[src/inc/ata_cmd_defs.vh]
/*
 * Task file offsets, opcodes, status/error bit positions and result codes
 * for the command execution block. Assumes an 8-bit task file port.
 */
`ifndef ATA_CMD_DEFS_VH
`define ATA_CMD_DEFS_VH

`define OFS_DATA 3'h0
`define OFS_FEATURE 3'h1
`define OFS_SECTOR_COUNT 3'h2
`define OFS_SECTOR_NUMBER 3'h3
`define OFS_CYLINDER_LOW 3'h4
`define OFS_CYLINDER_HIGH 3'h5
`define OFS_DRIVE_SELECT 3'h6
`define OFS_OPCODE 3'h7

`define OP_POWER_QUERY_A 8'h98
`define OP_POWER_QUERY_B 8'he5
`define OP_DIAGNOSE 8'h90
`define OP_ERASE 8'hc0
`define OP_FLUSH 8'he7
`define OP_FORMAT 8'h50

`define ST_BUSY 7
`define ST_READY 6
`define ST_WFAULT 5
`define ST_SEEKDONE 4
`define ST_DRQ 3
`define ST_ERR 0

`define ERR_ABORT 8'h04
`define ERR_NONE 8'h00
`define DIAG_OK 8'h01
`define DIAG_SLAVE_FAIL 8'h80

`define DS_LBA 6
`define DS_DRIVE 4
`define DS_ONES 8'ha0

`define PWR_SLEEP_RESULT 8'h00
`define PWR_IDLE_RESULT 8'hff
`define ZERO_COUNT 8'h00
`define FULL_COUNT 9'h100
`define STATUS_IDLE 8'h50

`endif
[src/core/ata_command_handler.v]
/*
 * Task file and command sequencer for power query, diagnostics, sector
 * erase, cache flush and track format. Assumes a synchronous 8-bit task
 * file port with one-cycle write/read strobes, and a media engine that
 * acknowledges each sector operation and cache commit with pulses.
 */
`timescale 1ns/1ps
`include "ata_cmd_defs.vh"

// Function
// a sector count of zero means 256 sectors, any other value its own number.
// the low four bits of the drive select register give a head 0 to 15.
// a power query while asleep or in transition sets busy, loads count 00h, clears busy and interrupts.
// a power query while idle sets busy, loads count FFh, clears busy and interrupts.
// in card modes diagnostics run only when the drive bit selects this card.
// in the fixed disk mode diagnostics ignore the drive bit and the master reports both drives; the master here flags a failed slave only if it passes.
// diagnostics end with a result code 01h to 05h or 8Xh in the error register.
// sector erase pre-erases each addressed sector for later writes without erase.
// sector erase moves no host data but may end with write fault.
// drive select holds 1, lba flag, 1, drive bit and address 27-24, the other fields address 23-0.
// cache flush completes with ready and seek-complete only after the cache is committed.
// a card without cache flushing aborts the flush command.
// track format fills the addressed head and cylinder with a fixed pattern.
// after track format the host writes one sector buffer that the card accepts and drops.
// in lba mode track format takes its sector count from the count field, zero meaning 256.
// hosts are advised not to issue track format, but the card still runs it.
module ata_command_handler #(
    parameter FLUSH_SUPPORTED = 1,
    parameter [7:0] FORMAT_PATTERN = 8'hff,
    parameter BUFFER_BYTES = 512
) (
    input wire clk_sys, // system clock, 20 MHz
    input wire sys_rst, // async reset, high
    input wire [2:0] tf_addr, // task file offset
    input wire [7:0] tf_wdata, // write data
    input wire tf_wr, // write strobe
    input wire tf_rd, // read strobe
    output reg [7:0] tf_rdata, // read data, one cycle after tf_rd
    input wire ide_mode, // 1 = fixed disk mode, 0 = card modes
    input wire is_master, // 1 = this card is the master, drive 0, in fixed disk mode
    input wire slave_failed, // slave reported fault in fixed disk mode
    input wire sleep_state, // asleep, entering or leaving sleep
    input wire [3:0] fault, // self-test fault levels
    output reg media_req, // media operation request, level
    output reg [1:0] media_op, // 0 erase, 1 format fill, 2 flush
    output reg [27:0] media_lba, // sector address or chs packed
    output reg [7:0] media_fill, // fill pattern for format
    input wire media_ack, // operation done pulse
    input wire media_fail, // write fault with ack
    output reg intrq // interrupt request, cleared on status read
);
    localparam S_IDLE = 3'h0;
    localparam S_DIAG = 3'h1;
    localparam S_MEDIA = 3'h2;
    localparam S_DRAIN = 3'h3;
    localparam S_DONE = 3'h4;
    localparam [31:0] LAST_BYTE_WIDE = BUFFER_BYTES - 1;
    localparam [9:0] LAST_BYTE = LAST_BYTE_WIDE[9:0];

    reg [7:0] feature_reg;
    reg [7:0] sector_count_reg;
    reg [7:0] sector_number_reg;
    reg [7:0] cylinder_low_reg;
    reg [7:0] cylinder_high_reg;
    reg [7:0] drive_select_reg;
    reg [7:0] opcode_reg;
    reg [7:0] error_reg;
    reg [7:0] status_reg;
    reg [2:0] state;
    reg [9:0] drain_cnt;
    reg fault_seen;

    wire [3:0] head_field = drive_select_reg[3:0];
    wire lba_mode = drive_select_reg[`DS_LBA];
    wire drive_bit = drive_select_reg[`DS_DRIVE];
    wire [27:0] address = {head_field, cylinder_high_reg, cylinder_low_reg, sector_number_reg};
    wire selected = ide_mode ? (drive_bit == ~is_master) : 1'b1;
    wire cmd_wr = tf_wr && tf_addr == `OFS_OPCODE;
    wire busy = status_reg[`ST_BUSY];

    wire diag_start = cmd_wr && !busy && tf_wdata == `OP_DIAGNOSE && (ide_mode || !drive_bit); // see R5
    wire diag_done;
    wire [7:0] diag_code;
    wire cnt_load = cmd_wr && !busy && (tf_wdata == `OP_ERASE || tf_wdata == `OP_FORMAT);
    wire [7:0] fmt_count = lba_mode ? sector_count_reg : 8'h01;
    wire [7:0] cnt_value = (tf_wdata == `OP_FORMAT) ? fmt_count : sector_count_reg;
    wire cnt_step = state == S_MEDIA && media_ack && media_op != 2'h2;
    wire [8:0] remaining;
    wire cnt_last;

    sector_counter u_count (
        .clk_sys(clk_sys),
        .sys_rst(sys_rst),
        .load(cnt_load),
        .count_in(cnt_value),
        .step(cnt_step),
        .remaining(remaining),
        .last(cnt_last)
    );

    self_test u_diag (
        .clk_sys(clk_sys),
        .sys_rst(sys_rst),
        .start(diag_start),
        .fault(fault),
        .done(diag_done),
        .code(diag_code)
    );

    always @(posedge clk_sys or posedge sys_rst) begin
        if (sys_rst) begin
            feature_reg <= 8'h00;
            sector_count_reg <= 8'h01;
            sector_number_reg <= 8'h01;
            cylinder_low_reg <= 8'h00;
            cylinder_high_reg <= 8'h00;
            drive_select_reg <= `DS_ONES;
            opcode_reg <= 8'h00;
            error_reg <= `DIAG_OK;
            status_reg <= `STATUS_IDLE;
            state <= S_IDLE;
            drain_cnt <= 10'h000;
            fault_seen <= 1'b0;
            media_req <= 1'b0;
            media_op <= 2'h0;
            media_lba <= 28'h0000000;
            media_fill <= 8'h00;
            intrq <= 1'b0;
            tf_rdata <= 8'h00;
        end else begin
            tf_rdata <= 8'h00;
            if (tf_rd) begin
                case (tf_addr)
                    `OFS_FEATURE: tf_rdata <= error_reg;
                    `OFS_SECTOR_COUNT: tf_rdata <= sector_count_reg;
                    `OFS_SECTOR_NUMBER: tf_rdata <= sector_number_reg;
                    `OFS_CYLINDER_LOW: tf_rdata <= cylinder_low_reg;
                    `OFS_CYLINDER_HIGH: tf_rdata <= cylinder_high_reg;
                    `OFS_DRIVE_SELECT: tf_rdata <= drive_select_reg;
                    `OFS_OPCODE: tf_rdata <= status_reg;
                    default: tf_rdata <= 8'h00;
                endcase
            end
            // status read acknowledges the interrupt; a new one in the same cycle wins below
            if (tf_rd && tf_addr == `OFS_OPCODE) begin
                intrq <= 1'b0;
            end
            // task file writes are ignored while busy so a running command keeps its operands
            if (tf_wr && !busy) begin
                case (tf_addr)
                    `OFS_FEATURE: feature_reg <= tf_wdata;
                    `OFS_SECTOR_COUNT: sector_count_reg <= tf_wdata;
                    `OFS_SECTOR_NUMBER: sector_number_reg <= tf_wdata;
                    `OFS_CYLINDER_LOW: cylinder_low_reg <= tf_wdata;
                    `OFS_CYLINDER_HIGH: cylinder_high_reg <= tf_wdata;
                    `OFS_DRIVE_SELECT: drive_select_reg <= tf_wdata;
                    `OFS_OPCODE: opcode_reg <= tf_wdata;
                    default: feature_reg <= feature_reg;
                endcase
            end
            case (state)
                S_IDLE: begin
                    if (cmd_wr && !busy && (selected || tf_wdata == `OP_DIAGNOSE)) begin
                        status_reg[`ST_BUSY] <= 1'b1;
                        status_reg[`ST_ERR] <= 1'b0;
                        status_reg[`ST_WFAULT] <= 1'b0;
                        error_reg <= `ERR_NONE;
                        fault_seen <= 1'b0;
                        case (tf_wdata)
                            `OP_POWER_QUERY_A, `OP_POWER_QUERY_B: begin
                                sector_count_reg <= sleep_state ? `PWR_SLEEP_RESULT
                                                                : `PWR_IDLE_RESULT; // see R3
                                state <= S_DONE;
                            end
                            `OP_DIAGNOSE: begin
                                // in fixed disk mode the slave runs too but stays silent
                                state <= (ide_mode || !drive_bit) ? S_DIAG : S_IDLE; // see R5
                                if (!(ide_mode || !drive_bit)) begin
                                    // an unselected card leaves its status and error result as they were
                                    status_reg <= status_reg;
                                    error_reg <= error_reg;
                                end
                            end
                            `OP_ERASE: begin
                                media_op <= 2'h0;
                                media_lba <= address;
                                media_req <= 1'b1; // see R8
                                state <= S_MEDIA;
                            end
                            `OP_FORMAT: begin
                                media_op <= 2'h1;
                                media_lba <= address;
                                media_fill <= FORMAT_PATTERN; // see R13
                                media_req <= 1'b1;
                                state <= S_MEDIA;
                            end
                            `OP_FLUSH: begin
                                if (FLUSH_SUPPORTED != 0) begin
                                    media_op <= 2'h2;
                                    media_req <= 1'b1;
                                    state <= S_MEDIA;
                                end else begin
                                    error_reg <= `ERR_ABORT;
                                    status_reg[`ST_ERR] <= 1'b1;
                                    state <= S_DONE;
                                end
                            end
                            default: begin
                                error_reg <= `ERR_ABORT;
                                status_reg[`ST_ERR] <= 1'b1;
                                state <= S_DONE;
                            end
                        endcase
                    end
                end
                S_DIAG: begin
                    if (diag_done) begin
                        // a master with a passing code folds a failing slave into the high bit of its code
                        if (ide_mode && is_master && slave_failed && diag_code == `DIAG_OK) begin
                            error_reg <= `DIAG_SLAVE_FAIL | diag_code; // see R6
                        end else begin
                            error_reg <= diag_code;
                        end
                        state <= (ide_mode && !is_master) ? S_IDLE : S_DONE;
                        if (ide_mode && !is_master) begin
                            status_reg[`ST_BUSY] <= 1'b0;
                        end
                    end
                end
                S_MEDIA: begin
                    if (media_ack) begin
                        fault_seen <= fault_seen | media_fail;
                        if (media_op == 2'h2 || cnt_last) begin
                            media_req <= 1'b0;
                            if (media_op == 2'h1) begin
                                status_reg[`ST_DRQ] <= 1'b1;
                                drain_cnt <= 10'h000;
                                state <= S_DRAIN;
                            end else begin
                                state <= S_DONE;
                            end
                        end else begin
                            media_lba <= media_lba + 28'h0000001;
                        end
                    end
                end
                S_DRAIN: begin
                    // host data lands on the data port and is dropped
                    if (tf_wr && tf_addr == `OFS_DATA) begin
                        drain_cnt <= drain_cnt + 10'h001;
                        if (drain_cnt == LAST_BYTE) begin
                            status_reg[`ST_DRQ] <= 1'b0;
                            state <= S_DONE;
                        end
                    end
                end
                S_DONE: begin
                    status_reg[`ST_BUSY] <= 1'b0;
                    status_reg[`ST_READY] <= 1'b1;
                    status_reg[`ST_SEEKDONE] <= 1'b1;
                    if (fault_seen) begin
                        status_reg[`ST_WFAULT] <= 1'b1;
                        status_reg[`ST_ERR] <= 1'b1;
                        error_reg <= `ERR_ABORT;
                    end
                    intrq <= 1'b1; // see R3
                    state <= S_IDLE;
                end
                default: state <= S_IDLE;
            endcase
        end
    end
endmodule // ata_command_handler

[src/core/sector_counter.v]
/*
 * Down-counter of sectors for erase and format; a zero count loads 256.
 * Assumes one-cycle load and step pulses from the command sequencer.
 */
`timescale 1ns/1ps
`include "ata_cmd_defs.vh"

module sector_counter (
    input wire clk_sys, // system clock
    input wire sys_rst, // async reset, high
    input wire load, // load pulse
    input wire [7:0] count_in, // sector count field
    input wire step, // one sector done
    output reg [8:0] remaining, // sectors still to do
    output wire last // one sector left
);
    always @(posedge clk_sys or posedge sys_rst) begin
        if (sys_rst) begin
            remaining <= 9'h000;
        end else if (load) begin
            remaining <= (count_in == `ZERO_COUNT) ? `FULL_COUNT : {1'b0, count_in}; // see R1
        end else if (step && remaining != 9'h000) begin
            remaining <= remaining - 9'h001;
        end
    end

    assign last = (remaining == 9'h001);
endmodule // sector_counter

[src/core/self_test.v]
/*
 * Diagnostic engine: walks four internal checks and yields a result code.
 * Assumes fault inputs are static levels from the rest of the card.
 */
`timescale 1ns/1ps
`include "ata_cmd_defs.vh"

module self_test (
    input wire clk_sys, // system clock
    input wire sys_rst, // async reset, high
    input wire start, // start pulse
    input wire [3:0] fault, // formatter, buffer, ecc, cpu faults
    output reg done, // result valid pulse
    output reg [7:0] code // first failing check code
);
    reg [2:0] step_idx;
    reg running;

    always @(posedge clk_sys or posedge sys_rst) begin
        if (sys_rst) begin
            step_idx <= 3'h0;
            running <= 1'b0;
            done <= 1'b0;
            code <= `ERR_NONE;
        end else begin
            done <= 1'b0;
            if (start) begin
                running <= 1'b1;
                step_idx <= 3'h0;
                code <= `DIAG_OK;
            end else if (running) begin
                if (fault[step_idx[1:0]]) begin
                    code <= {5'h00, step_idx} + 8'h02;
                    running <= 1'b0;
                    done <= 1'b1;
                end else if (step_idx == 3'h3) begin
                    running <= 1'b0;
                    done <= 1'b1;
                end else begin
                    step_idx <= step_idx + 3'h1;
                end
            end
        end
    end
endmodule // self_test

[config.mk]
export PLATFORM = sky130hd
export DESIGN_NAME = ata_command_handler
export DESIGN_NICKNAME = d
export VERILOG_FILES = /design/src/core/ata_command_handler.v /design/src/core/sector_counter.v /design/src/core/self_test.v
export VERILOG_INCLUDE_DIRS = /design/src /design/src/inc
export SDC_FILE = /design/constraint.sdc
export NUM_CORES = 1
export LEC_CHECK = 0
export BUFFER_PORTS_ARGS = -buffer_cell sky130_fd_sc_hd__buf_2
export CAP_MARGIN = 20
export CORE_ASPECT_RATIO = 0.6
export CORE_MARGIN = 2
export CORE_UTILIZATION = 30
export CTS_CLUSTER_SIZE = 8
export DETAILED_ROUTE_END_ITERATION = 12
export PLACE_DENSITY = 0.5
export SETUP_SLACK_MARGIN = 0.4
export SYNTH_ARGS = -nofsm -noshare
export SYNTH_HDL_FRONTEND = slang
export SYNTH_SLANG_ARGS = --single-unit
export TNS_END_PERCENT = 10
[constraint.sdc]
create_clock -name clk_sys -period 4.64 [get_ports clk_sys]
set_input_delay 0.232 -clock clk_sys [delete_from_list [all_inputs] [get_ports clk_sys]]
set_output_delay 0.232 -clock clk_sys [all_outputs]
set_load 0.005 [all_outputs]
Word level (Yosys, flattened, before mapping)
Cells that the tools add are included.

Mux-type cells: 86. Magnitude comparators: 1. Bitwise logic cells: 3. Reductions and logical operators: 58. Equal/unequal tests: 40. Add/sub/neg operators: 5.

Operators by type and width (count): two-way mux 8 bit (19); two-way mux 28 bit (4); case mux 28 bit (2 select lines) (1); case mux 8 bit (7 select lines) (1); == test 8 bit (second input constant) (5); two-way mux 10 bit (4); two-way mux 3 bit (12); adder 28 x 1 -> 28 bit (second input constant) (1); two-way mux 1 bit (27); two-way mux 9 bit (3); AND reduction 5 bit (5); != test 2 bit (second input constant) (12); case mux 8 bit (3 select lines) (1); case mux 10 bit (2 select lines) (1); logical AND 1 bit (16); case mux 8 bit (2 select lines) (1); == test 3 x 2 -> 1 bit (second input constant) (5); == test 3 bit (second input constant) (5); nonzero test 2 bit (7); case mux 3 bit (2 select lines) (2); case mux 3 bit (4 select lines) (1); AND reduction 2 bit (6); AND reduction 3 bit (4); adder 10 x 1 -> 10 bit (second input constant) (1); other kinds (33) (49).

Flip-flop bits (word level): 131. Output and inout port bits: 48.

Longest topological paths before layout
Depth after elaboration: 7. Depth in mapped cells: 9.

Modules after synthesis
From an unflattened synthesis, not the netlist that was laid out.

Cells, all modules: 768. Area total of the unflattened synthesis: 7464.7 um2.

By module, submodules not included: ata_command_handler (area an instance 6237.2 um2, cells each 648, times used 1); sector_counter (area an instance 654.4 um2, cells each 67, times used 1); self_test (area an instance 573.0 um2, cells each 53, times used 1).

Worst setup path before layout
Ideal clock, no wire load.

Path type: input to register. Start point: input tf_wdata[5]. End point: register media_lba[5]. Path slack: 2.337 ns. Stages: 8. Required time: 4.522 ns. Data arrival time: 2.185 ns. Path buffers: 3. Path through: buf_2 -> or4bb_1 -> o211a_1 -> or4_1 -> buf_6 -> nand2_2 -> buf_6 -> o2bb2a_4.

Longest elaborated chain between the ends: 5.

RTL lines: start: declaration (line ata_command_handler.v:35) `input wire [7:0] tf_wdata,`; == test 8 bit; logical OR 1 bit (no source line); logical AND 1 bit (line ata_command_handler.v:163) `` if (cmd_wr && !busy && (selected || tf_wdata == `OP_DIAGNOSE)) begin ``; != test 2 bit (no source line); AND reduction 5 bit (no source line) *; end signal: assignment (line ata_command_handler.v:186) `media_lba <= address;`; end signal: assignment (line ata_command_handler.v:192) `media_lba <= address;`; end signal: assignment (line ata_command_handler.v:243) `media_lba <= media_lba + 28'h0000001;`; end: declaration (line ata_command_handler.v:46) `output reg [27:0] media_lba,`.

Every way passes the cells marked *; elsewhere a longest branch is shown, timed or not. A chain may end at the register's enable or synchronous reset.

Final worst setup path
Start point: register state[2]. End point: register media_lba[21].

Longest elaborated chain between the ends: 3.

RTL lines: start: declaration (line ata_command_handler.v:69) `reg [2:0] state;`; start signal: assignment (line ata_command_handler.v:177) `state <= (ide_mode || !drive_bit) ? S_DIAG : S_IDLE;`; start signal: assignment (line ata_command_handler.v:224) `state <= (ide_mode && !is_master) ? S_IDLE : S_DONE;`; == test 3 x 2 -> 1 bit / zero test 3 bit (equally long branches) (line ata_command_handler.v:161) `case (state)`; != test 2 bit (no source line) / nonzero test 2 bit (equally long branches); AND reduction 5 bit (no source line).

Several ways; a longest one is shown, not always the timed one.

==> out/results.txt <==
Most used DFF post-synth - dfrtp_1
Cts bufs inserted - 17
Compound-Gate Fraction of Synth Area - 20.6%
Worst Reg-to-Reg Cells - 6
Proportion of synthesized area in mux cells - 10.1%
Post-synthesis sequential area ratio - 44.3%
Postcts setup bufs - 0
VDD IR max - 0.322 mV
Setup WS post-layout - 1.79 ns
Hold Crit Class - input port to register
Power consumption - 3.71 mW
Synth area leaders - dfrtp_1 (42%), mux2_2 (6.6%), nor2_1 (3.3%)
Setup-failing EPs final - 0
Starting Density - 30.3%
1st-pass router iterations - 5
GPL Wtd Cong - 0.867
Hold_buf cts - 1
Clock slew seen by the registers of the worst setup and hold paths - 0.05 ns
Max reg flops - 28
Max Cap Viol - 0
Gr ovfl total - 0
Crit path DAT - 3.15 ns
Mapped cell area - 6970 sq um
PD cells - 454 nW/um^2
Cell taking the most area after synthesis - dfrtp_1
Max Root-Sink Buffers - 2
Largest net degree at the start of global routing - 47
Total Wirelength - 23.1 mm
XOR/XNOR Fraction of Synth Area - 1.26%
Routed Antenna Nets - 0
Worst Tran Pin Value - 1.08 ns
Slew Limit Fails - 0
Setup Crit Path Kind - register to register
Most common cell in the synthesized netlist - dfrtp_1
Worst slew margin - 27.3%
RSZ-0062 raised after global routing - no
Hold Crit Depth - 2
Fmax - 351 MHz
Initial antenna violation count - 0
Final Hold Fails - 0
Synth Net Count - 738
Residual DRC - 0
Leak - 3.61 nW
Total track usage - 19.3%
Largest family of logic cells by synthesized area - compound AO/OA/AOI/OAI gates
PostCTS Resize Cnt - 0
CP required - 4.94 ns
Area share of the largest cell type after synthesis - 42.0%
Status - completed
Synth Instances - 705
Synth Area in Adders - 1.44%
#FFs+latches synth - 123
Avg Cell Area, Syn - 9.89 sq um
Area grow syn2layout - 17.4%
Synth async-reset ratio - 100%
Share of cells above drive strength 1 - 25.6%
Setup crit end kind - register
Simple-gate share of the synthesized area - 18.0%
Top reg by flops - media_lba
Max Clock Skew - 0.0123 ns
Biggest regs - media_lba (28), drain_cnt (10), u_count.remaining (9)
Period minus WS final - 2.85 ns
First-pass GRT wire length - 35.2 mm
Worst setup SP type - register
Root buffer selected by CTS - clkbuf_16
H-tree depth - 4
Yosys warns - 0
Finished Core Util - 35.6%
Cell variety after synth - 67
Post-synth EDFFs - 0
Vias - 5941
Buffers on Ports - 72
Fin crit share - 61.3%
# nets final - 794
Io pins - 73
Worst skew pair latency - 0.43 ns
Number of diodes - 0
Die span in x - 201 microns
Sum Neg Setup Slack - 0 ns
Vias in the first global route - 5469
Clk sinks - 123
Std-Cell Rows - 43
Die height - 122 microns
Detailed-route vias per instance - 5.46
Top cells by count, synth - dfrtp_1 (117), nor2_1 (61), nand2_1 (45)
Post-DP HPWL - 17.2 mm
Routed WL per cell - 21.3 microns
Placement Setup Slack - 1.80 ns
Core Box Area - 23000 sq um
Die area - 24500 sq um
CP Max Fanout - 30
Initial DRC count - 648
CTS tree - done
## critical path: stages, from the launching register on
cell	delay (ns)
dfrtp_1	0.56
or3b_2	0.51
buf_4	0.25
nor3_1	0.73
nand2_1	0.25
o22ai_1	0.18
o2bb2a_1	0.23
## layout make-up
| cell class | count | area [sq um] |
|---|---|---|
| clock inverters | 12 | 149 |
| clock buffers | 20 | 447 |
| multi-input cells | 521 | 3590 |
| well taps | 315 | 394 |
| repair buffers | 85 | 460 |
| flip-flops and latches | 123 | 3090 |
| fillers | 2363 | 14800 |
| inverters | 13 | 51.3 |
## placed cells by master, fill, tap and decap left out, drive strengths merged, types with 16 or more instances in the layout
master,netlist,routed
nand3,24,24
a31oi,25,25
a21oi,51,51
mux2,41,41
mux2i,20,20
buf,18,83
clkbuf,30,21
dfrtp,117,117
nor2,61,61
nand4,16,16
nand2,46,46
o21ai,39,39
## stage by stage
| step | area (sq um) | hold slack (ns) | cells |
|---|---|---|---|
| 2_1_floorplan | 6970 | 0.370 | 705 |
| 3_3_place_gp | 7560 | 0.340 | 1054 |
| 3_5_place_dp | 7560 | 0.330 | 1054 |
| 4_1_cts | 8170 | 0.104 | 1087 |
| 5_1_grt | 8180 | 0.120 | 1089 |
| 6_report | 8180 | 0.127 | 1089 |
## cell families after synthesis
group           count (synthesis)
simple gates                  239
compound gates                201
flops                         123
mux                            63
buf+inv                        61
xor+xnor                       10
fa+ha+maj                       8
## final timing paths
check / startpoint / to / slack [ns]
max: state[2] / media_lba[21] / 1.79
min: tf_rd / tf_rdata[4] / 0.13
max reg2reg: state[2] / media_lba[21] / 1.79
min reg2reg: drain_cnt[8] / drain_cnt[8] / 0.48
max in group asynchronous: sys_rst / media_lba[7] / 3.21
min in group asynchronous: sys_rst / media_lba[25] / 0.41
## per-layer routing
metal,track usage [%],vias up,routed length (microns)
met3,7.36,10,2380
met1,32.0,2944,12600
li1,-,2753,-
met2,22.0,234,8010
met4,3.33,0,123
met5,0,-,0
## report_power, final
| part | total (mW) | switching, mW | internal [mW] |
|---|---|---|---|
| sequential | 1.65 | 0.348 | 1.30 |
| combinational | 0.706 | 0.358 | 0.348 |
| clock | 1.36 | 0.501 | 0.854 |
| total | 3.71 | 1.21 | 2.50 |
No activity file was read; power rests on OpenSTA's default activity.
